--- config.mk ---
export PLATFORM = sky130hd
export DESIGN_NAME = aswd_adc_ctrl
export DESIGN_NICKNAME = d
export VERILOG_FILES = /design/src/aswd_window_cmp.v /design/src/aswd_adc_ctrl.v
export VERILOG_INCLUDE_DIRS = /design/src
export SDC_FILE = /design/constraint.sdc
export NUM_CORES = 1
export LEC_CHECK = 0
export ABC_AREA = 1
export BUFFER_PORTS_ARGS = -buffer_cell sky130_fd_sc_hd__buf_2
export CAP_MARGIN = 10
export CORE_ASPECT_RATIO = 1.4
export CORE_MARGIN = 2
export CORE_UTILIZATION = 30
export CTS_BUF_LIST = sky130_fd_sc_hd__clkbuf_4
export CTS_CLUSTER_SIZE = 8
export DETAILED_ROUTE_END_ITERATION = 16
export GPL_TIMING_DRIVEN = 0
export PLACE_DENSITY = 0.52
export SYNTH_ARGS = -nofsm -noshare
export SYNTH_HDL_FRONTEND = slang
export SYNTH_SLANG_ARGS = --single-unit
--- constraint.sdc ---
create_clock -name ref_clk -period 2.1 [get_ports ref_clk]
set_clock_uncertainty 0.15 [all_clocks]
set_input_delay 0 -clock ref_clk [delete_from_list [all_inputs] [get_ports ref_clk]]
set_output_delay 0 -clock ref_clk [all_outputs]
set_load 0.05 [all_outputs]
--- src/aswd_map.vh ---
// Purpose: Register indices, field positions, reset values and timing counts
// Assumes: Included by every design file of the converter start/window block
// Notes:   Bus address is the register index (Avalon word address)
`ifndef ASWD_MAP_VH
`define ASWD_MAP_VH

// ****************************************
// Register indices
// ****************************************
`define ASWD_IDX_UPPER_LOW   8'hc3
`define ASWD_IDX_UPPER_HIGH  8'hc4
`define ASWD_IDX_LOWER_LOW   8'hc5
`define ASWD_IDX_LOWER_HIGH  8'hc6
`define ASWD_IDX_CONTROL     8'he8
`define ASWD_IDX_RESULT_LOW  8'hd0
`define ASWD_IDX_RESULT_HIGH 8'hd1
`define ASWD_IDX_IRQ_STATUS  8'hd2
`define ASWD_IDX_IRQ_MASK    8'hd3

// ****************************************
// Control register fields
// ****************************************
`define ASWD_CTL_ENABLE      7
`define ASWD_CTL_LOW_POWER   6
`define ASWD_CTL_DONE        5
`define ASWD_CTL_BUSY        4
`define ASWD_CTL_WINDOW      3
`define ASWD_CTL_SEL_HI      2
`define ASWD_CTL_SEL_LO      0

// Interrupt status and mask bits
`define ASWD_IRQ_DONE        0
`define ASWD_IRQ_WINDOW      1

// ****************************************
// Start-select codes
// ****************************************
`define ASWD_SEL_SOFTWARE    3'h0
`define ASWD_SEL_TIMER0      3'h1
`define ASWD_SEL_TIMER2      3'h2
`define ASWD_SEL_TIMER1      3'h3
`define ASWD_SEL_EXTERNAL    3'h4
`define ASWD_SEL_TIMER3      3'h5

// ****************************************
// Reset values
// ****************************************
`define ASWD_RST_UPPER_LOW   8'hff
`define ASWD_RST_UPPER_HIGH  8'hff
`define ASWD_RST_LOWER_LOW   8'h00
`define ASWD_RST_LOWER_HIGH  8'h00
`define ASWD_RST_CONTROL     8'h00
`define ASWD_RST_MASK        8'h00

// ****************************************
// Timing
// ****************************************
`define ASWD_REFCLK_KHZ      25000
`define ASWD_SARCLK_MAX_KHZ  3000
`define ASWD_SAR_DIV         ((`ASWD_REFCLK_KHZ + `ASWD_SARCLK_MAX_KHZ - 1) / `ASWD_SARCLK_MAX_KHZ)
`define ASWD_TRACK_SARCLKS   3
`define ASWD_CONV_SARCLKS    10

`endif

--- src/aswd_window_cmp.v ---
// Purpose: Window comparison of a conversion word against two 16-bit limits
// Assumes: Unsigned right-justified result words
// Notes:   Pure combinational; the caller decides when a match counts
`timescale 1ns/1ps
`include "aswd_map.vh"

module aswd_window_cmp #(
  parameter WIDTH = 16
) (
  resultWord,
  upperBound,
  lowerBound,
  windowHit,
  insideMode
);
  input  wire [WIDTH-1:0] resultWord;
  input  wire [WIDTH-1:0] upperBound;
  input  wire [WIDTH-1:0] lowerBound;
  output wire             windowHit;
  output wire             insideMode;

  // ****************************************
  // Inside or outside, chosen by the limits alone
  // ****************************************
  // RQ10 mode from limits
  assign insideMode = (upperBound < lowerBound);

  // RQ14 strictly between limits
  assign windowHit = insideMode
                     ? ((resultWord > upperBound) && (resultWord < lowerBound))
                     : ((resultWord < lowerBound) || (resultWord > upperBound));

endmodule // aswd_window_cmp

--- src/aswd_adc_ctrl.v ---
// Purpose: Conversion start selection, tracking sequencing and window detection
// Assumes: Avalon-MM slave, word addressed; timer overflows are one-cycle pulses on ref_clk
// Notes:   The converter core is outside; its result arrives on sampleData at conversion end
//
// Summary of operation
// RQ1 - Normal mode, code 011: each timer 1 overflow starts a conversion.
// RQ2 - Normal mode, code 100: each external start rising edge starts a conversion.
// RQ3 - Normal mode, code 101: each timer 3 overflow starts a conversion.
// RQ4 - Low-power, code 000: busy write of one tracks 3 SAR clocks, then converts.
// RQ5 - Low-power, code 001: timer 0 overflow tracks 3 SAR clocks, then converts.
// RQ6 - Low-power, code 010: timer 2 overflow tracks 3 SAR clocks, then converts.
// RQ7 - Low-power, code 011: timer 1 overflow tracks 3 SAR clocks, then converts.
// RQ8 - Low-power, code 100: track while external start low, convert on its rise.
// RQ9 - Result is compared continuously with the limits; matches notify the system.
// RQ10 - Inside or outside window is selected only by the two limit values.
// RQ11 - Window flag sits in control register; usable as interrupt or polled.
// RQ12 - Each limit is a 16-bit word split into high and low bytes.
// RQ13 - Upper-bound low byte at 0xC3, read-write, resets to all ones.
// RQ14 - Upper below lower: match only strictly between the limits.
// RQ15 - Normal mode codes 000, 001, 010: busy write, timer 0, timer 2 start.
// RQ16 - Software must not program codes 110 or 111.
// RQ17 - Window flag is set by a matching conversion and stays until cleared.
`timescale 1ns/1ps
`include "aswd_map.vh"

module aswd_adc_ctrl #(
  parameter SAR_DIV     = `ASWD_SAR_DIV,
  parameter TRACK_TICKS = `ASWD_TRACK_SARCLKS,
  parameter CONV_TICKS  = `ASWD_CONV_SARCLKS,
  parameter RES_WIDTH   = 10
) (
  ref_clk,
  reset,
  clkEn,
  address,
  read,
  write,
  writedata,
  byteenable,
  readdata,
  waitrequest,
  timer0Overflow,
  timer1Overflow,
  timer2Overflow,
  timer3Overflow,
  externalConvertStart,
  sampleData,
  trackActive,
  convertActive,
  windowMatchLevel,
  irq
);
  input  wire                 ref_clk;
  input  wire                 reset;
  input  wire                 clkEn;
  input  wire [7:0]           address;
  input  wire                 read;
  input  wire                 write;
  input  wire [31:0]          writedata;
  input  wire [3:0]           byteenable;
  output reg  [31:0]          readdata;
  output wire                 waitrequest;
  input  wire                 timer0Overflow;
  input  wire                 timer1Overflow;
  input  wire                 timer2Overflow;
  input  wire                 timer3Overflow;
  input  wire                 externalConvertStart;
  input  wire [RES_WIDTH-1:0] sampleData;
  output wire                 trackActive;
  output wire                 convertActive;
  output wire                 windowMatchLevel;
  output wire                 irq;

  localparam ST_IDLE  = 2'd0;
  localparam ST_TRACK = 2'd1;
  localparam ST_CONV  = 2'd2;

  // Control reset image, so each field takes its own bits of it
  localparam [7:0] CTL_RESET = `ASWD_RST_CONTROL;

  // ****************************************
  // Registers
  // ****************************************
  reg  [7:0]  upperLow_reg;
  reg  [7:0]  upperHigh_reg;
  reg  [7:0]  lowerLow_reg;
  reg  [7:0]  lowerHigh_reg;
  reg         enable_reg;
  reg         lowPowerTrackSelect_reg;
  reg  [2:0]  conversionStartSelect_reg;
  reg         doneFlag_reg;
  reg         windowMatchFlag_reg;
  reg  [7:0]  irqMask_reg;
  reg  [15:0] result_reg;
  reg         ack_reg;
  reg  [1:0]  state_reg;
  reg  [1:0]  state_next;
  reg  [3:0]  tickCount_reg;
  reg  [3:0]  tickCount_next;
  reg  [7:0]  sarDiv_reg;
  reg         resultFresh_reg;
  reg  [2:0]  extSync_reg;

  wire        sarTick;
  wire        extRise;
  wire        extLow;
  wire        wrEn;
  wire        busyWriteOne;
  wire        startEvent;
  wire        convDone;
  wire        windowHit;
  wire        windowSet;
  wire        doneSet;
  wire [7:0]  irqStatus;
  wire [7:0]  controlByte;

  // Register index decode for the write paths; the read path decodes address in its own case
  function isReg;
    input [7:0] addr;
    input [7:0] idx;
    begin
      isReg = (addr == idx);
    end
  endfunction

  // ****************************************
  // Avalon slave handshake
  // ****************************************
  // One wait state: the access completes on the second edge of the request
  assign waitrequest = (read | write) & ~ack_reg;
  assign wrEn        = write & ack_reg & byteenable[0] & clkEn;

  always @(posedge ref_clk)
  begin
    if (reset)
      ack_reg <= 1'b0;
    else if (clkEn)
      ack_reg <= (read | write) & ~ack_reg;
  end

  // ****************************************
  // External start pin synchroniser
  // ****************************************
  // Stage 0 feeds only stage 1; edges are seen between stages 1 and 2
  always @(posedge ref_clk)
  begin
    if (reset)
      extSync_reg <= 3'h7;
    else if (clkEn)
      extSync_reg <= {extSync_reg[1:0], externalConvertStart};
  end

  assign extRise = extSync_reg[1] & ~extSync_reg[2];
  assign extLow  = ~extSync_reg[1];

  // ****************************************
  // SAR clock divider
  // ****************************************
  // SAR clock stays within its 3 MHz limit by dividing ref_clk
  always @(posedge ref_clk)
  begin
    if (reset)
      sarDiv_reg <= 8'h00;
    else if (clkEn)
    begin
      if (sarDiv_reg == SAR_DIV[7:0] - 8'h01)
        sarDiv_reg <= 8'h00;
      else
        sarDiv_reg <= sarDiv_reg + 8'h01;
    end
  end

  assign sarTick = (sarDiv_reg == SAR_DIV[7:0] - 8'h01);

  // ****************************************
  // Start selection
  // ****************************************
  assign busyWriteOne = wrEn & isReg(address, `ASWD_IDX_CONTROL) & writedata[`ASWD_CTL_BUSY];

  reg selEvent;
  always @*
  begin
    selEvent = 1'b0;
    case (conversionStartSelect_reg)
      // RQ4 RQ15 busy write start
      `ASWD_SEL_SOFTWARE: selEvent = busyWriteOne;
      // RQ5 RQ15 timer 0
      `ASWD_SEL_TIMER0:   selEvent = timer0Overflow;
      // RQ6 RQ15 timer 2
      `ASWD_SEL_TIMER2:   selEvent = timer2Overflow;
      // RQ1 RQ7 timer 1
      `ASWD_SEL_TIMER1:   selEvent = timer1Overflow;
      // RQ2 RQ8 external rising edge
      `ASWD_SEL_EXTERNAL: selEvent = extRise;
      // RQ3 timer 3
      `ASWD_SEL_TIMER3:   selEvent = timer3Overflow;
      // RQ16 reserved codes never start
      default:            selEvent = 1'b0;
    endcase
  end

  assign startEvent = enable_reg & selEvent;

  // ****************************************
  // Track and convert sequencer
  // ****************************************
  always @*
  begin
    state_next     = state_reg;
    tickCount_next = tickCount_reg;
    case (state_reg)
      ST_IDLE:
      begin
        tickCount_next = 4'h0;
        if (startEvent)
        begin
          // RQ2 RQ8 external edge converts at once
          if (lowPowerTrackSelect_reg && conversionStartSelect_reg != `ASWD_SEL_EXTERNAL)
            state_next = ST_TRACK;
          else
            state_next = ST_CONV;
        end
      end
      ST_TRACK:
      begin
        // RQ4 RQ5 RQ6 RQ7 three SAR clocks tracking
        if (sarTick)
        begin
          if (tickCount_reg == TRACK_TICKS[3:0] - 4'h1)
          begin
            tickCount_next = 4'h0;
            state_next     = ST_CONV;
          end
          else
            tickCount_next = tickCount_reg + 4'h1;
        end
      end
      ST_CONV:
      begin
        if (sarTick)
        begin
          if (tickCount_reg == CONV_TICKS[3:0] - 4'h1)
          begin
            tickCount_next = 4'h0;
            state_next     = ST_IDLE;
          end
          else
            tickCount_next = tickCount_reg + 4'h1;
        end
      end
      default:
      begin
        state_next     = ST_IDLE;
        tickCount_next = 4'h0;
      end
    endcase
    // Disabling the converter abandons any conversion in flight
    if (!enable_reg)
    begin
      state_next     = ST_IDLE;
      tickCount_next = 4'h0;
    end
  end

  always @(posedge ref_clk)
  begin
    if (reset)
    begin
      state_reg     <= ST_IDLE;
      tickCount_reg <= 4'h0;
    end
    else if (clkEn)
    begin
      state_reg     <= state_next;
      tickCount_reg <= tickCount_next;
    end
  end

  assign convDone = (state_reg == ST_CONV) && sarTick && (tickCount_reg == CONV_TICKS[3:0] - 4'h1) && enable_reg;

  // RQ8 track while pin low
  assign trackActive = enable_reg && ((state_reg == ST_TRACK) ||
                       (state_reg == ST_IDLE && (!lowPowerTrackSelect_reg ||
                        (conversionStartSelect_reg == `ASWD_SEL_EXTERNAL && extLow))));
  assign convertActive = (state_reg == ST_CONV);

  // ****************************************
  // Result capture and window detector
  // ****************************************
  always @(posedge ref_clk)
  begin
    if (reset)
    begin
      result_reg      <= 16'h0000;
      resultFresh_reg <= 1'b0;
    end
    else if (clkEn)
    begin
      resultFresh_reg <= convDone;
      if (convDone)
        result_reg <= {{(16-RES_WIDTH){1'b0}}, sampleData};
    end
  end

  // RQ9 RQ12 continuous compare on 16-bit limits
  aswd_window_cmp #(
    .WIDTH (16)
  ) u_window (
    .resultWord (result_reg),
    .upperBound ({upperHigh_reg, upperLow_reg}),
    .lowerBound ({lowerHigh_reg, lowerLow_reg}),
    .windowHit  (windowHit),
    .insideMode ()
  );

  assign windowMatchLevel = windowHit;
  // RQ17 set by matching completed conversion
  assign windowSet = resultFresh_reg & windowHit;
  assign doneSet   = resultFresh_reg;

  // ****************************************
  // Register writes
  // ****************************************
  always @(posedge ref_clk)
  begin
    if (reset)
    begin
      // RQ13 upper low byte resets to ones
      upperLow_reg              <= `ASWD_RST_UPPER_LOW;
      upperHigh_reg             <= `ASWD_RST_UPPER_HIGH;
      lowerLow_reg              <= `ASWD_RST_LOWER_LOW;
      lowerHigh_reg             <= `ASWD_RST_LOWER_HIGH;
      enable_reg                <= CTL_RESET[`ASWD_CTL_ENABLE];
      lowPowerTrackSelect_reg   <= CTL_RESET[`ASWD_CTL_LOW_POWER];
      conversionStartSelect_reg <= CTL_RESET[`ASWD_CTL_SEL_HI:`ASWD_CTL_SEL_LO];
      doneFlag_reg              <= 1'b0;
      windowMatchFlag_reg       <= 1'b0;
      irqMask_reg               <= `ASWD_RST_MASK;
    end
    else if (clkEn)
    begin
      if (wrEn)
      begin
        // RQ12 RQ13 byte-wide limit registers
        if (isReg(address, `ASWD_IDX_UPPER_LOW))
          upperLow_reg <= writedata[7:0];
        if (isReg(address, `ASWD_IDX_UPPER_HIGH))
          upperHigh_reg <= writedata[7:0];
        if (isReg(address, `ASWD_IDX_LOWER_LOW))
          lowerLow_reg <= writedata[7:0];
        if (isReg(address, `ASWD_IDX_LOWER_HIGH))
          lowerHigh_reg <= writedata[7:0];
        if (isReg(address, `ASWD_IDX_IRQ_MASK))
          irqMask_reg <= writedata[7:0];
        if (isReg(address, `ASWD_IDX_CONTROL))
        begin
          enable_reg                <= writedata[`ASWD_CTL_ENABLE];
          lowPowerTrackSelect_reg   <= writedata[`ASWD_CTL_LOW_POWER];
          conversionStartSelect_reg <= writedata[`ASWD_CTL_SEL_HI:`ASWD_CTL_SEL_LO];
        end
      end
      // Flags: control write of zero or status write of one clears; a set wins
      if (doneSet)
        doneFlag_reg <= 1'b1;
      else if (wrEn && ((isReg(address, `ASWD_IDX_CONTROL) && !writedata[`ASWD_CTL_DONE]) ||
               (isReg(address, `ASWD_IDX_IRQ_STATUS) && writedata[`ASWD_IRQ_DONE])))
        doneFlag_reg <= 1'b0;
      // RQ17 RQ11 sticky until software clears
      if (windowSet)
        windowMatchFlag_reg <= 1'b1;
      else if (wrEn && ((isReg(address, `ASWD_IDX_CONTROL) && !writedata[`ASWD_CTL_WINDOW]) ||
               (isReg(address, `ASWD_IDX_IRQ_STATUS) && writedata[`ASWD_IRQ_WINDOW])))
        windowMatchFlag_reg <= 1'b0;
    end
  end

  // ****************************************
  // Register reads and interrupt
  // ****************************************
  assign irqStatus   = {6'h00, windowMatchFlag_reg, doneFlag_reg};
  // RQ11 window flag polled in control
  assign controlByte = {enable_reg, lowPowerTrackSelect_reg, doneFlag_reg,
                        (state_reg != ST_IDLE), windowMatchFlag_reg, conversionStartSelect_reg};

  // RQ11 window flag as interrupt
  assign irq = |(irqStatus & irqMask_reg);

  reg [7:0] readByte;
  always @*
  begin
    readByte = 8'h00;
    case (address)
      `ASWD_IDX_UPPER_LOW:   readByte = upperLow_reg;
      `ASWD_IDX_UPPER_HIGH:  readByte = upperHigh_reg;
      `ASWD_IDX_LOWER_LOW:   readByte = lowerLow_reg;
      `ASWD_IDX_LOWER_HIGH:  readByte = lowerHigh_reg;
      `ASWD_IDX_CONTROL:     readByte = controlByte;
      `ASWD_IDX_RESULT_LOW:  readByte = result_reg[7:0];
      `ASWD_IDX_RESULT_HIGH: readByte = result_reg[15:8];
      `ASWD_IDX_IRQ_STATUS:  readByte = irqStatus;
      `ASWD_IDX_IRQ_MASK:    readByte = irqMask_reg;
      default:               readByte = 8'h00;
    endcase
  end

  // Read data is sampled on the first edge so it stands when waitrequest drops
  always @(posedge ref_clk)
  begin
    if (reset)
      readdata <= 32'h00000000;
    else if (clkEn && read && !ack_reg)
      readdata <= {24'h000000, readByte};
  end

endmodule // aswd_adc_ctrl

# ---- Word level (Yosys, flattened, before mapping)
# Cells that the tools add are included.
dict set report word_totals {
  reg_bits 84
  latch_bits 0
  ram_bits 0
  rom_bits 0
  input_bits 64
  output_inout_bits 37
  word_cells 126
  memories 0
}
dict set report op_classes {
  add_sub_neg 2
  multipliers 0
  n_div 0
  n_lt_le_gt_ge 3
  eq_ne 25
  shift 0
  n_mux 22
  bitwise_logic 14
  n_reduce_logical 42
}
# cell count
set op_table {}
lappend op_table {{$eq 8x8->1 const B} 9}
lappend op_table {{$pmux 8 s9} 1}
lappend op_table {{$reduce_and 3->1} 7}
lappend op_table {{$mux 4} 5}
lappend op_table {{$gt 10x16->1} 1}
lappend op_table {{$logic_and 1x1->1} 16}
lappend op_table {{$lt 10x16->1} 1}
lappend op_table {{$lt 16x16->1} 1}
lappend op_table {{$mux 2} 7}
lappend op_table {{$ne 3x3->1 const B} 4}
lappend op_table {{$and 1x1->1} 9}
lappend op_table {{$add 8x1->8 const B} 1}
lappend op_table {{$and 2x8->8} 1}
lappend op_table {{$eq 8x4->1 const B} 1}
lappend op_table {{$mux 8} 1}
lappend op_table {{$pmux 4 s2} 1}
lappend op_table {{$reduce_or 8->1} 1}
lappend op_table {{$eq 3x2->1 const B} 2}
lappend op_table {{$eq 3x3->1 const B} 2}
lappend op_table {{$ne 3x2->1 const B} 2}
lappend op_table {{$pmux 1 s6} 1}
lappend op_table {{$pmux 2 s3} 1}
lappend op_table {{$reduce_and 2->1} 3}
lappend op_table {{$reduce_and 6->1} 1}
lappend op_table {{other kinds (14)} 29}

# ---- Logic depth before layout (Yosys ltp)
# Gate-level depths: netlist (run 1).
dict set report depth {
  ltp_word 10
  mapped_depth 15
  ltp_nobuf 15
}

# ---- Hierarchy
# A second synthesis (run 1) with hierarchy kept.
dict set report hier_totals {
  hier_cells 800
  area_unflattened_um2 5576.6
}
# mod n_inst cells_each area_each_um2 seq_area_each_um2
set modules_own_cells {}
lappend modules_own_cells {aswd_adc_ctrl 1 605 4329.2 1681.6}
lappend modules_own_cells {aswd_window_cmp 1 195 1247.4 0.0}

# ---- Worst setup path before layout (run 1)
# OpenSTA, ideal clock, no wires.
dict set report synth_timing {
  path_kind {reg2reg}
  from {register state_reg[0]}
  to {register state_reg[0]}
  setup_ns 0.128
  arrival_time_ns 1.596
  required_ns 1.822
  path_slack_ns 0.226
  path_stages_with_launch 12
  n_path_buf 0
  synth_period_minus_slack_ns 1.874
  cell_sequence {dfxtp_1 inv_1 ha_1 nand2_1 nand3_1 nand2_1 o21ai_0 nor2_1 nand2_2 nand2_1 o21ai_1 nor2_1}
}
dict set report synth_between {
  elab_chain_len 3
  word_cells_on_any_way 11
  cone_classes {7 x eq/ne; 2 x mux; 2 x reduce/logical}
}
# element line
set synth_lines {}
lappend synth_lines {{start: declaration} aswd_adc_ctrl.v:96} ;# reg [1:0] state_reg;
lappend synth_lines {{start signal: assignment} aswd_adc_ctrl.v:274} ;# state_reg <= state_next;
lappend synth_lines {{$eq 2x2->1 *} --}
lappend synth_lines {{net convertActive} aswd_adc_ctrl.v:70} ;# output wire convertActive;
lappend synth_lines {{$ne 3x2->1 (no line) / $pmux 2 s3 (equally long branches)} --}
lappend synth_lines {{$reduce_and 6->1 (no line) / $mux 2 (equally long branches)} --}
# The timed path passes the listed nets; every way through them passes the cells marked *.
# A chain may end at the register's enable or synchronous reset.

# ---- Worst setup path after layout (run 1)
dict set report layout_timing {
  from {register upperLow_reg[5]}
  to {output port windowMatchLevel}
}
dict set report layout_between {
  elab_chain_len 3
  word_cells_on_any_way 5
  cone_classes {2 x order compare; 1 x mux; 2 x reduce/logical}
}
# element line
set layout_lines {}
lappend layout_lines {{start: declaration} aswd_adc_ctrl.v:84} ;# reg [7:0] upperLow_reg;
lappend layout_lines {{start signal: assignment} aswd_adc_ctrl.v:329} ;# upperLow_reg <= `ASWD_RST_UPPER_LOW;
lappend layout_lines {{start signal: assignment} aswd_adc_ctrl.v:346} ;# upperLow_reg <= writedata[7:0];
lappend layout_lines {{$gt 10x16->1} {aswd_window_cmp.v:30, aswd_window_cmp.v:31}}
lappend layout_lines {{$logic_or 1x1->1 / $logic_and 1x1->1 (equally long branches)} {aswd_window_cmp.v:31, aswd_window_cmp.v:30}}
lappend layout_lines {{$mux 1 *} aswd_window_cmp.v:30} ;# ? ((resultWord > upperBound) && (resultWord < lowerBound))
lappend layout_lines {{end: declaration} aswd_adc_ctrl.v:71} ;# output wire windowMatchLevel;
# Every way passes the cells marked *; elsewhere a longest branch is shown, timed or not.

==> impl_results.md, run 1 <==
- Total gr overflow: 0
- Worst setup EP type: output port
- Peak supply drop: 253.6 uV
- Fin. Hold Viols: 0
- Worst Tran Pin Value: 0.6685 ns
- Critical path class: reg2out
- Post-synth EDFFs: 0
- WL/cell: 15.01 um
- Startpoint Class: register
- Core area: 0.01617 mm^2
- Yosys reg bits: 84
- Register area share after synthesis: 34.05%
- DP HPWL: 11,910 um
- Max cap viols: 0
- Outcome: finished, violations left
- Crit share post-route: 109.3%
- Cells after Synth: 697
- Routed wire length: 15,430 um
- IO Port Bufs: 49
- Layout Area Growth over Synthesis: 28.65%
- Initial antenna violation count: 1
- Vias: 4,918
- Mean Syn Cell Area: 7.085 um^2
- Critical path arrival: 2.15 ns
- Number of global-route vias before repair: 4,581
- Hold Slack: 0.004615 ns
- Synth top area share: 34.05%
- DIE AREA: 0.01752 mm^2
- Initial core utilization: 30.54%
- RSZ-0062 raised after global routing: yes
- Design Power: 3.100 mW
- Clk_lat worst skew: 0.45 ns
- DRC: 0
- Final Max Slew Viols: 0
- Yosys top cell by area: dfxtp_1
- Synthesized cell area: 0.004938 mm^2
- Warnings from Yosys: 0
- Post-DRT Antenna Nets: 0
- CTS Sinks: 84
- Total placed cells including tap cells: 968
- Post-Layout Cell Count: 1,028
- Post-synthesis async set-or-reset flop share: 0%
- Initial DRC Count: 225
- Total CTS buffers: 9
- Violated checks: negative setup slack
- IO Pins: 101
- Largest net degree at the start of global routing: 14
- Placer Congestion: 0.8803
- CP max FO: 2
- Leakage: 2.833 nW
- Setup WS post-layout: -0.1962 ns
- P per Cell Area: 487.9 mW/mm^2
- Die span in y: 155.8 um
- H-tree depth: 3
- Clk root buf: clkbuf_4
- Max frequency: 435.5 MHz
- Layout Nets: 927
- TritonCTS clock tree: done
- Die Wd: 112.4 um
- Clock Tree Buf Depth: 2
- Layout cells sized above 1: 25.85%
- Post-synth top flop: dfxtp_1
- Minimum clock period: 2.296 ns
- Area post-placement: 0.005519 mm^2
- DR vias/cell: 4.784
- Cell Rows: 55
- All-Layer GR Usage: 17.59%
- Worst hold path class: in2reg
- Setup violators final: 1
- Clk pin slew, worst setup/hold paths: 0.15 ns
- Fill cells: 1,730
- Drt first pass iters: 5
- Finished layout cell area: 0.006354 mm^2
- Required @ worst endpoint: 1.95 ns
- Distinct cells, synth: 38
- First-pass GRT wire length: 23,900 um
- Largest register FFs: 10
- Headroom to the max-slew limit: 55.19%
- Synth top area cells: dfxtp_1, ha_1, a21oi_1
-- cells in the mapped netlist (4+ instances only) --
| master | count |
|---|---|
| buf_4 | 25 |
| inv_2 | 10 |
| nand3_1 | 19 |
| nor3_1 | 10 |
| inv_1 | 94 |
| o221ai_1 | 6 |
| nand2_1 | 120 |
| ha_1 | 39 |
| buf_2 | 9 |
| o22ai_1 | 15 |
| nor2_1 | 49 |
| o21ai_0 | 62 |
| dfxtp_1 | 84 |
| nand2_2 | 8 |
| a21oi_1 | 92 |
| nor3b_1 | 4 |
| a31oi_1 | 4 |
| nand4_1 | 8 |
| nor3_2 | 4 |
| nand3_2 | 4 |
| clkbuf_1 | 6 |
-- stage by stage --
step	TNS, ns	setup slack, ns	util (%)
floorplan	0	0.2264	-
global placement	-0.1301	-0.1301	34.13
detailed placement	-0.1266	-0.1266	34.13
CTS	-0.3253	-0.3253	37.55
global route	-0.3790	-0.3280	39.29
finish	-0.1962	-0.1962	39.29
-- power breakdown --
part           total [mW]  internal [mW]  switching [mW]
clock                1.09          0.504           0.589
combinational       0.396          0.136           0.260
sequential           1.61           1.60         0.00945
-- worst paths after layout --
| path | from | to | slack [ns] | depth (start not counted) |
|---|---|---|---|---|
| min | address[5] | upperHigh_reg[0] | 0.005 | 6 |
| max reg2reg | upperLow_reg[5] | windowMatchFlag_reg | 0.08 | 11 |
| min reg2reg | irqMask_reg[2] | irqMask_reg[2] | 0.32 | 2 |
| max | upperLow_reg[5] | windowMatchLevel | -0.20 | 9 |
-- logic make-up (layout without fill, tap and decap cells) --
| kind of cell | count (synthesis) | in the layout | synth area share, % |
|---|---|---|---|
| xor+xnor | 1 | 1 | 0.1774 |
| compound gates | 191 | 191 | 20.78 |
| flops | 84 | 84 | 34.05 |
| fa+ha+maj | 39 | 39 | 9.881 |
| buf+inv | 146 | 254 | 13.23 |
| simple gates | 235 | 235 | 21.81 |
| other cells | 1 | 25 | 0.07593 |
-- cells in the final DEF, fill, tap and decap left out, types with 21 or more instances in the layout --
| master | n |
|---|---|
| nand2_1 | 115 |
| dlygate4sd3_1 | 30 |
| a21oi_1 | 84 |
| nor2_1 | 48 |
| ha_1 | 27 |
| dfxtp_2 | 21 |
| conb_1 | 24 |
| buf_2 | 55 |
| dfxtp_1 | 60 |
| inv_2 | 24 |
| o21ai_0 | 61 |
| inv_1 | 78 |
| buf_4 | 40 |
-- layout make-up --
class                           instances  area [um^2]  area share [%]
Tap cell                              199        249.0           3.919
Sequential cell                        84         1719           27.06
Antenna cell                            1        2.502         0.03939
Multi-Input combinational cell        490         2902           45.67
Clock inverter                          4        75.07           1.182
Inverter                              104        395.4           6.223
Timing Repair Buffer                   93        663.1           10.44
Clock buffer                           11        82.58           1.300
Buffer                                 42        265.3           4.175
-- routing by layer --
layer  GRT usage (%)  part of all wire [%]
met5               0                     0
met4           8.072                   3.1
met3           2.331                   3.3
met2           31.84                    51
met1           20.48                    43
-- repair_timing --
action | 4_1_cts | 5_1_grt
endpoints found under the setup margin | 3 | 9
hold buffers | 30 | 0
cloned | 0 | 0
endpoints found under the hold margin | 78 | 0
pin swaps | 8 | 16
gates resized for setup | 24 | 58
setup buffers | 4 | 10
-- worst max-delay path: stages, from the launching register on --
cell     delay [ns]
dfxtp_2        0.35
buf_4          0.13
ha_1           0.28
a21oi_1        0.14
o21a_1         0.15
nand2_2        0.09
a21oi_2        0.17
nand2_1        0.08
and2_4         0.17
buf_8          0.14
(Power assumes the default switching activity.)
==> inputs of run 2 (changes only) <==
--- a/config.mk
+++ b/config.mk
@@ -16,7 +16,6 @@
 export CTS_CLUSTER_SIZE = 8
 export DETAILED_ROUTE_END_ITERATION = 16
 export GPL_TIMING_DRIVEN = 0
-export PLACE_DENSITY = 0.52
 export SYNTH_ARGS = -nofsm -noshare
 export SYNTH_HDL_FRONTEND = slang
 export SYNTH_SLANG_ARGS = --single-unit
==> run 2 against run 1 <==
The run still ends with negative setup slack left. Worst setup slack worse by 0.017 ns. Via count is 0.75% lower. Wire length is 4.4% lower. Sequential share of layout area is 0.53 points higher. Combinational power hardly changed. Register-to-register slack better by 0.10 ns. Sequential power hardly changed. Die area stayed put. Critical path depth is 3 higher. Flip-flop and latch count stayed put. Critical path type unchanged. Largest cell class unchanged.
==> impl_results.md, run 2 (synthesis results as in run 1) <==
- RSZ-0062 raised after global routing: yes
- IO Pins: 101
- Clk root buf: clkbuf_4
- Total gr overflow: 0
- Peak supply drop: 244.8 uV
- Critical path arrival: 2.16 ns
- Drt first pass iters: 4
- Total CTS buffers: 9
- Setup WS post-layout: -0.2132 ns
- Die span in y: 155.8 um
- Fin. Hold Viols: 0
- Top Family by Delay on Critical Path: simple AND/OR/NAND/NOR gates
- DP HPWL: 11,630 um
- Layout Area Growth over Synthesis: 25.44%
- Layout cells sized above 1: 21.90%
- Post-DRT Antenna Nets: 0
- GR Util met3: 2.137%
- Clk_lat worst skew: 0.44 ns
- Combinational Power Share: 13.0%
- DR vias/cell: 4.776
- Gr busiest metal: met2
- Startpoint Class: register
- Max stage delay on crit path: 0.36 ns
- Number of global-route vias before repair: 4,608
- GR Util met2: 30.90%
- Cell Rows: 55
- Setup violators final: 1
- Clock share of power: 34.0%
- Most common cell after layout, fill and taps aside: nand2_1
- TritonCTS clock tree: done
- Final Max Slew Viols: 0
- CP max-delay cell: dfxtp_2
- Worst path cell trace: inv_1 > ha_1 > nand2_1 > nor2_2 > nand2_1 > nand2_1 > nand2_1 > a21oi_2 > inv_1 > nand2_1 > and2_4 > buf_8
- WL/cell: 14.43 um
- Design Power: 3.044 mW
- Core area: 0.01617 mm^2
- P per Cell Area: 491.4 mW/mm^2
- Switching Power: 0.8099 mW
- First-pass GRT wire length: 23,490 um
- H-tree depth: 3
- Critical path class: reg2out
- DIE AREA: 0.01752 mm^2
- M1 GR Usage: 19.98%
- Outcome: finished, violations left
- DRC: 0
- Seq pwr share: 52.9%
- Max frequency: 432.3 MHz
- Placer Congestion: 0.9069
- Total placed cells including tap cells: 968
- Max cap viols: 0
- Crit share post-route: 110.2%
- IO Port Bufs: 49
- Highest-count cells in the layout ignoring fill and taps: nand2_1, inv_1, a21oi_1
- Net Sw Frac: 26.60%
- Worst setup EP type: output port
- Initial DRC Count: 250
- WP buf/inv: 3
- Worst Tran Pin Value: 0.6576 ns
- Clock Tree Buf Depth: 2
- Layout Nets: 922
- Initial antenna violation count: 1
- CP most frequent cell: nand2_1
- Worst hold path class: in2reg
- Largest net degree at the start of global routing: 13
- Routed wire length: 14,750 um
- Initial core utilization: 30.54%
- Die Wd: 112.4 um
- Vias: 4,881
- Required @ worst endpoint: 1.95 ns
- CTS Sinks: 84
- Clk pin slew, worst setup/hold paths: 0.12 ns
- Post-Layout Cell Count: 1,022
- All-Layer GR Usage: 17.11%
- Headroom to the max-slew limit: 56.16%
- Minimum clock period: 2.313 ns
- CP max FO: 3
- Final core utilization: 38.31%
- Violated checks: negative setup slack
- Leakage: 2.817 nW
- Largest register FFs: 10
- Internal power: 2.234 mW
- Fill cells: 1,712
==> run 2: changes by cell type in the layout (fill, tap and decap cells not counted), moves of 2 or more <==
| cell | before | now |
|---|---|---|
| ha_1 | 27 | 32 |
| clkinvlp_4 | 2 | 0 |
| dfxtp_2 | 21 | 16 |
| a21oi_1 | 84 | 87 |
| a21oi_2 | 8 | 5 |
| nand2_2 | 13 | 11 |
| buf_4 | 40 | 33 |
| ha_4 | 11 | 6 |
| nand2_1 | 115 | 117 |
| dfxtp_1 | 60 | 66 |
| inv_1 | 78 | 87 |
| inv_2 | 24 | 16 |
==> run 2: repair_timing <==
item	CTS	global route
buffers inserted	5	3
pin swaps	12	6
hold buffers	31	0
gates resized for setup	41	10
endpoints found under the hold margin	78	0
setup endpoints to repair	1	7
==> run 2: routing by layer <==
layer  routed length (um)  share of wire [%]  vias to the layer above
li1                     -                  -                     2506
met1                 6005                 41                     2199
met2                 7448                 51                      141
met3                  705                4.8                       35
met4                  588                4.0                        0
met5                    0                  0                        -
==> run 2: worst paths after layout <==
path / startpoint / endpoint / slack, ns / depth (start not counted)
worst max register to register: conversionStartSelect_reg[2] / state_reg[0] / 0.18 / 10
worst max-delay path: upperLow_reg[5] / windowMatchLevel / -0.21 / 12
worst min register to register: irqMask_reg[5] / irqMask_reg[5] / 0.32 / 2
worst min-delay path: address[5] / readdata[5] / 0.03 / 8
==> run 2: tightest hold or removal path: stages <==
cell and delay, ns:
buf_2 0.12, nor3_4 0.06, nand2_2 0.07, nor2_4 0.06
nand2_1 0.07, nand3_2 0.08, nand2_1 0.06, a21oi_1 0.05
==> run 2: cell type report <==
class | count | area [um^2] | share of cell area, %
Antenna cell | 1 | 2.502 | 0.04040
Buffer | 42 | 262.8 | 4.242
Clock buffer | 11 | 82.58 | 1.333
Clock inverter | 3 | 63.81 | 1.030
Inverter | 104 | 392.9 | 6.342
Multi-Input combinational cell | 490 | 2804 | 45.26
Sequential cell | 84 | 1709 | 27.59
Tap cell | 199 | 249.0 | 4.019
Timing Repair Buffer | 88 | 628.1 | 10.14
==> run 2: power by group through the flow <==
stage	Combinational, mW	Clock, mW	Sequential (mW)
after detailed placement	0.348	0	1.65
after global routing	0.429	1.12	1.62
after floorplan	0.248	0	1.65
final	0.396	1.04	1.61
after global placement	0.348	0	1.65
after CTS	0.394	1.06	1.61
==> run 2: stage by stage <==
stage	setup slack [ns]	cell area, um^2	setup TNS (ns)	hold WS [ns]
final	-0.2132	6195	-0.2132	0.03110
after global routing	-0.3026	6195	-0.3026	0.06139
after CTS	-0.1976	6135	-0.1976	0.007156
after detailed placement	-0.05453	5519	-0.05453	0.07468
after global placement	-0.06768	5519	-0.06768	0.07914
after floorplan	0.2264	5025	0	-0.02369
==> inputs of run 3 (changes only) <==
--- a/config.mk
+++ b/config.mk
@@ -16,6 +16,7 @@
 export CTS_CLUSTER_SIZE = 8
 export DETAILED_ROUTE_END_ITERATION = 16
 export GPL_TIMING_DRIVEN = 0
+export RECOVER_POWER = 100
 export SYNTH_ARGS = -nofsm -noshare
 export SYNTH_HDL_FRONTEND = slang
 export SYNTH_SLANG_ARGS = --single-unit
==> run 3 against run 2 <==
The run still ends with negative setup slack left. Final cell count unchanged. Clock power about the same. Worst setup slack got worse by 0.010 ns. Flip-flop and latch count unchanged. Utilization decreased by 0.36 points. Sequential share of layout area increased by 0.26 points. Critical path depth unchanged. Total power about the same. Largest cell class unchanged.
==> impl_results.md, run 3 (synthesis results as in run 1) <==
- Post-Layout Cell Count: 1,022
- Clk root buf: clkbuf_4
- Startpoint Class: register
- Highest-count cells in the layout ignoring fill and taps: nand2_1, inv_1, a21oi_1
- Placer Congestion: 0.9069
- Drt first pass iters: 5
- WL/cell: 14.42 um
- Initial DRC Count: 253
- H-tree depth: 3
- Layout Nets: 922
- Largest net degree at the start of global routing: 13
- Clock Tree Buf Depth: 2
- IO Port Bufs: 49
- Post-DRT Antenna Nets: 0
- Design Power: 3.044 mW
- Most common cell after layout, fill and taps aside: nand2_1
- Final core utilization: 37.94%
- Clk_lat worst skew: 0.44 ns
- Total CTS buffers: 9
- Die span in y: 155.8 um
- Minimum clock period: 2.323 ns
- Finished layout cell area: 0.006136 mm^2
- Largest register FFs: 10
- First-pass GRT wire length: 23,490 um
- Required @ worst endpoint: 1.95 ns
- Cell Rows: 55
- Vias: 4,871
- TritonCTS clock tree: done
- Total gr overflow: 0
- Area post-placement: 0.005519 mm^2
- Final setup TNS: -0.2233 ns
- Number of global-route vias before repair: 4,608
- DRC: 0
- Worst Tran Pin Value: 0.6190 ns
- Max frequency: 430.4 MHz
- All-Layer GR Usage: 17.11%
- DP HPWL: 11,630 um
- Final Max Slew Viols: 0
- Total placed cells including tap cells: 968
- Die Wd: 112.4 um
- Crit share post-route: 110.6%
- Initial antenna violation count: 1
- Initial core utilization: 30.54%
- P per Cell Area: 496.2 mW/mm^2
- DIE AREA: 0.01752 mm^2
- Outcome: finished, violations left
- Setup WS pre-CTS: -0.05453 ns
- Critical path arrival: 2.17 ns
- Routed wire length: 14,740 um
- Worst setup EP type: output port
- IO Pins: 101
- Leakage: 2.759 nW
- Core area: 0.01617 mm^2
- RSZ-0062 raised after global routing: yes
- Setup WS post-layout: -0.2233 ns
- Hold Slack: 0.03833 ns
- Setup violators final: 1
- Layout cells sized above 1: 18.13%
- Worst hold path class: in2reg
- Violated checks: negative setup slack
- Fin. Hold Viols: 0
- Layout Area Growth over Synthesis: 24.25%
- CP max FO: 3
- CTS Sinks: 84
- Clk pin slew, worst setup/hold paths: 0.12 ns
- DR vias/cell: 4.766
- Peak supply drop: 248.4 uV
- Headroom to the max-slew limit: 58.51%
- Max cap viols: 0
- Critical path class: reg2out
-- run 3: cell count changes in the layout (fill, tap and decap cells not counted), sizes merged --
| cell | change |
|---|---|
| clkbuf | +26 |
| buf | -26 |
-- run 3: layer usage --
metal	vias up	wire, um	share of wire [%]	track usage, %
li1	2505	-	-	-
met1	2193	6077	41	19.98
met2	143	7523	51	30.90
met3	30	609	4.1	2.137
met4	0	532	3.6	8.072
met5	-	0	0	0
-- run 3: area by class of cell --
class | count | area, um^2
buffer | 42 | 259.0
fill | 1728 | 10040
clock buffer | 11 | 82.58
clock inverter | 3 | 63.81
antenna | 1 | 2.502
tap | 199 | 249.0
sequential | 84 | 1709
timing repair buffer | 88 | 608.1
inverter | 104 | 392.9
multi-input combinational | 490 | 2769
-- run 3: path summary, 6_finish.rpt --
check | end | cells past startpoint | slack [ns] | start
max | windowMatchLevel | 12 | -0.22 | upperLow_reg[5]
min | upperLow_reg[4] | 6 | 0.04 | address[5]
max reg2reg | lowerHigh_reg[6] | 7 | 0.03 | ack_reg
min reg2reg | irqMask_reg[5] | 2 | 0.32 | irqMask_reg[5]
-- run 3: worst max-delay path: stages (launching register included) --
cell and delay, ns:
dfxtp_2 0.36, inv_1 0.07, ha_1 0.30, nand2_1 0.08, nor2_2 0.14, nand2_1 0.07, nand2_1 0.07, nand2_1 0.06
a21oi_2 0.15, inv_1 0.05, nand2_1 0.08, and2_4 0.16, buf_8 0.14
-- run 3: timing repair --
item	CTS	global route
setup endpoints to repair	1	7
hold buffers	31	0
cloned	0	0
buffers inserted	5	3
pin swaps	12	6
resized for setup	41	10
hold endpoints to repair	78	0
-- run 3: power by group --
group | internal, mW | switching [mW]
combinational | 0.134 | 0.256
sequential | 1.60 | 0.00942
clock | 0.495 | 0.548
total | 2.23 | 0.813
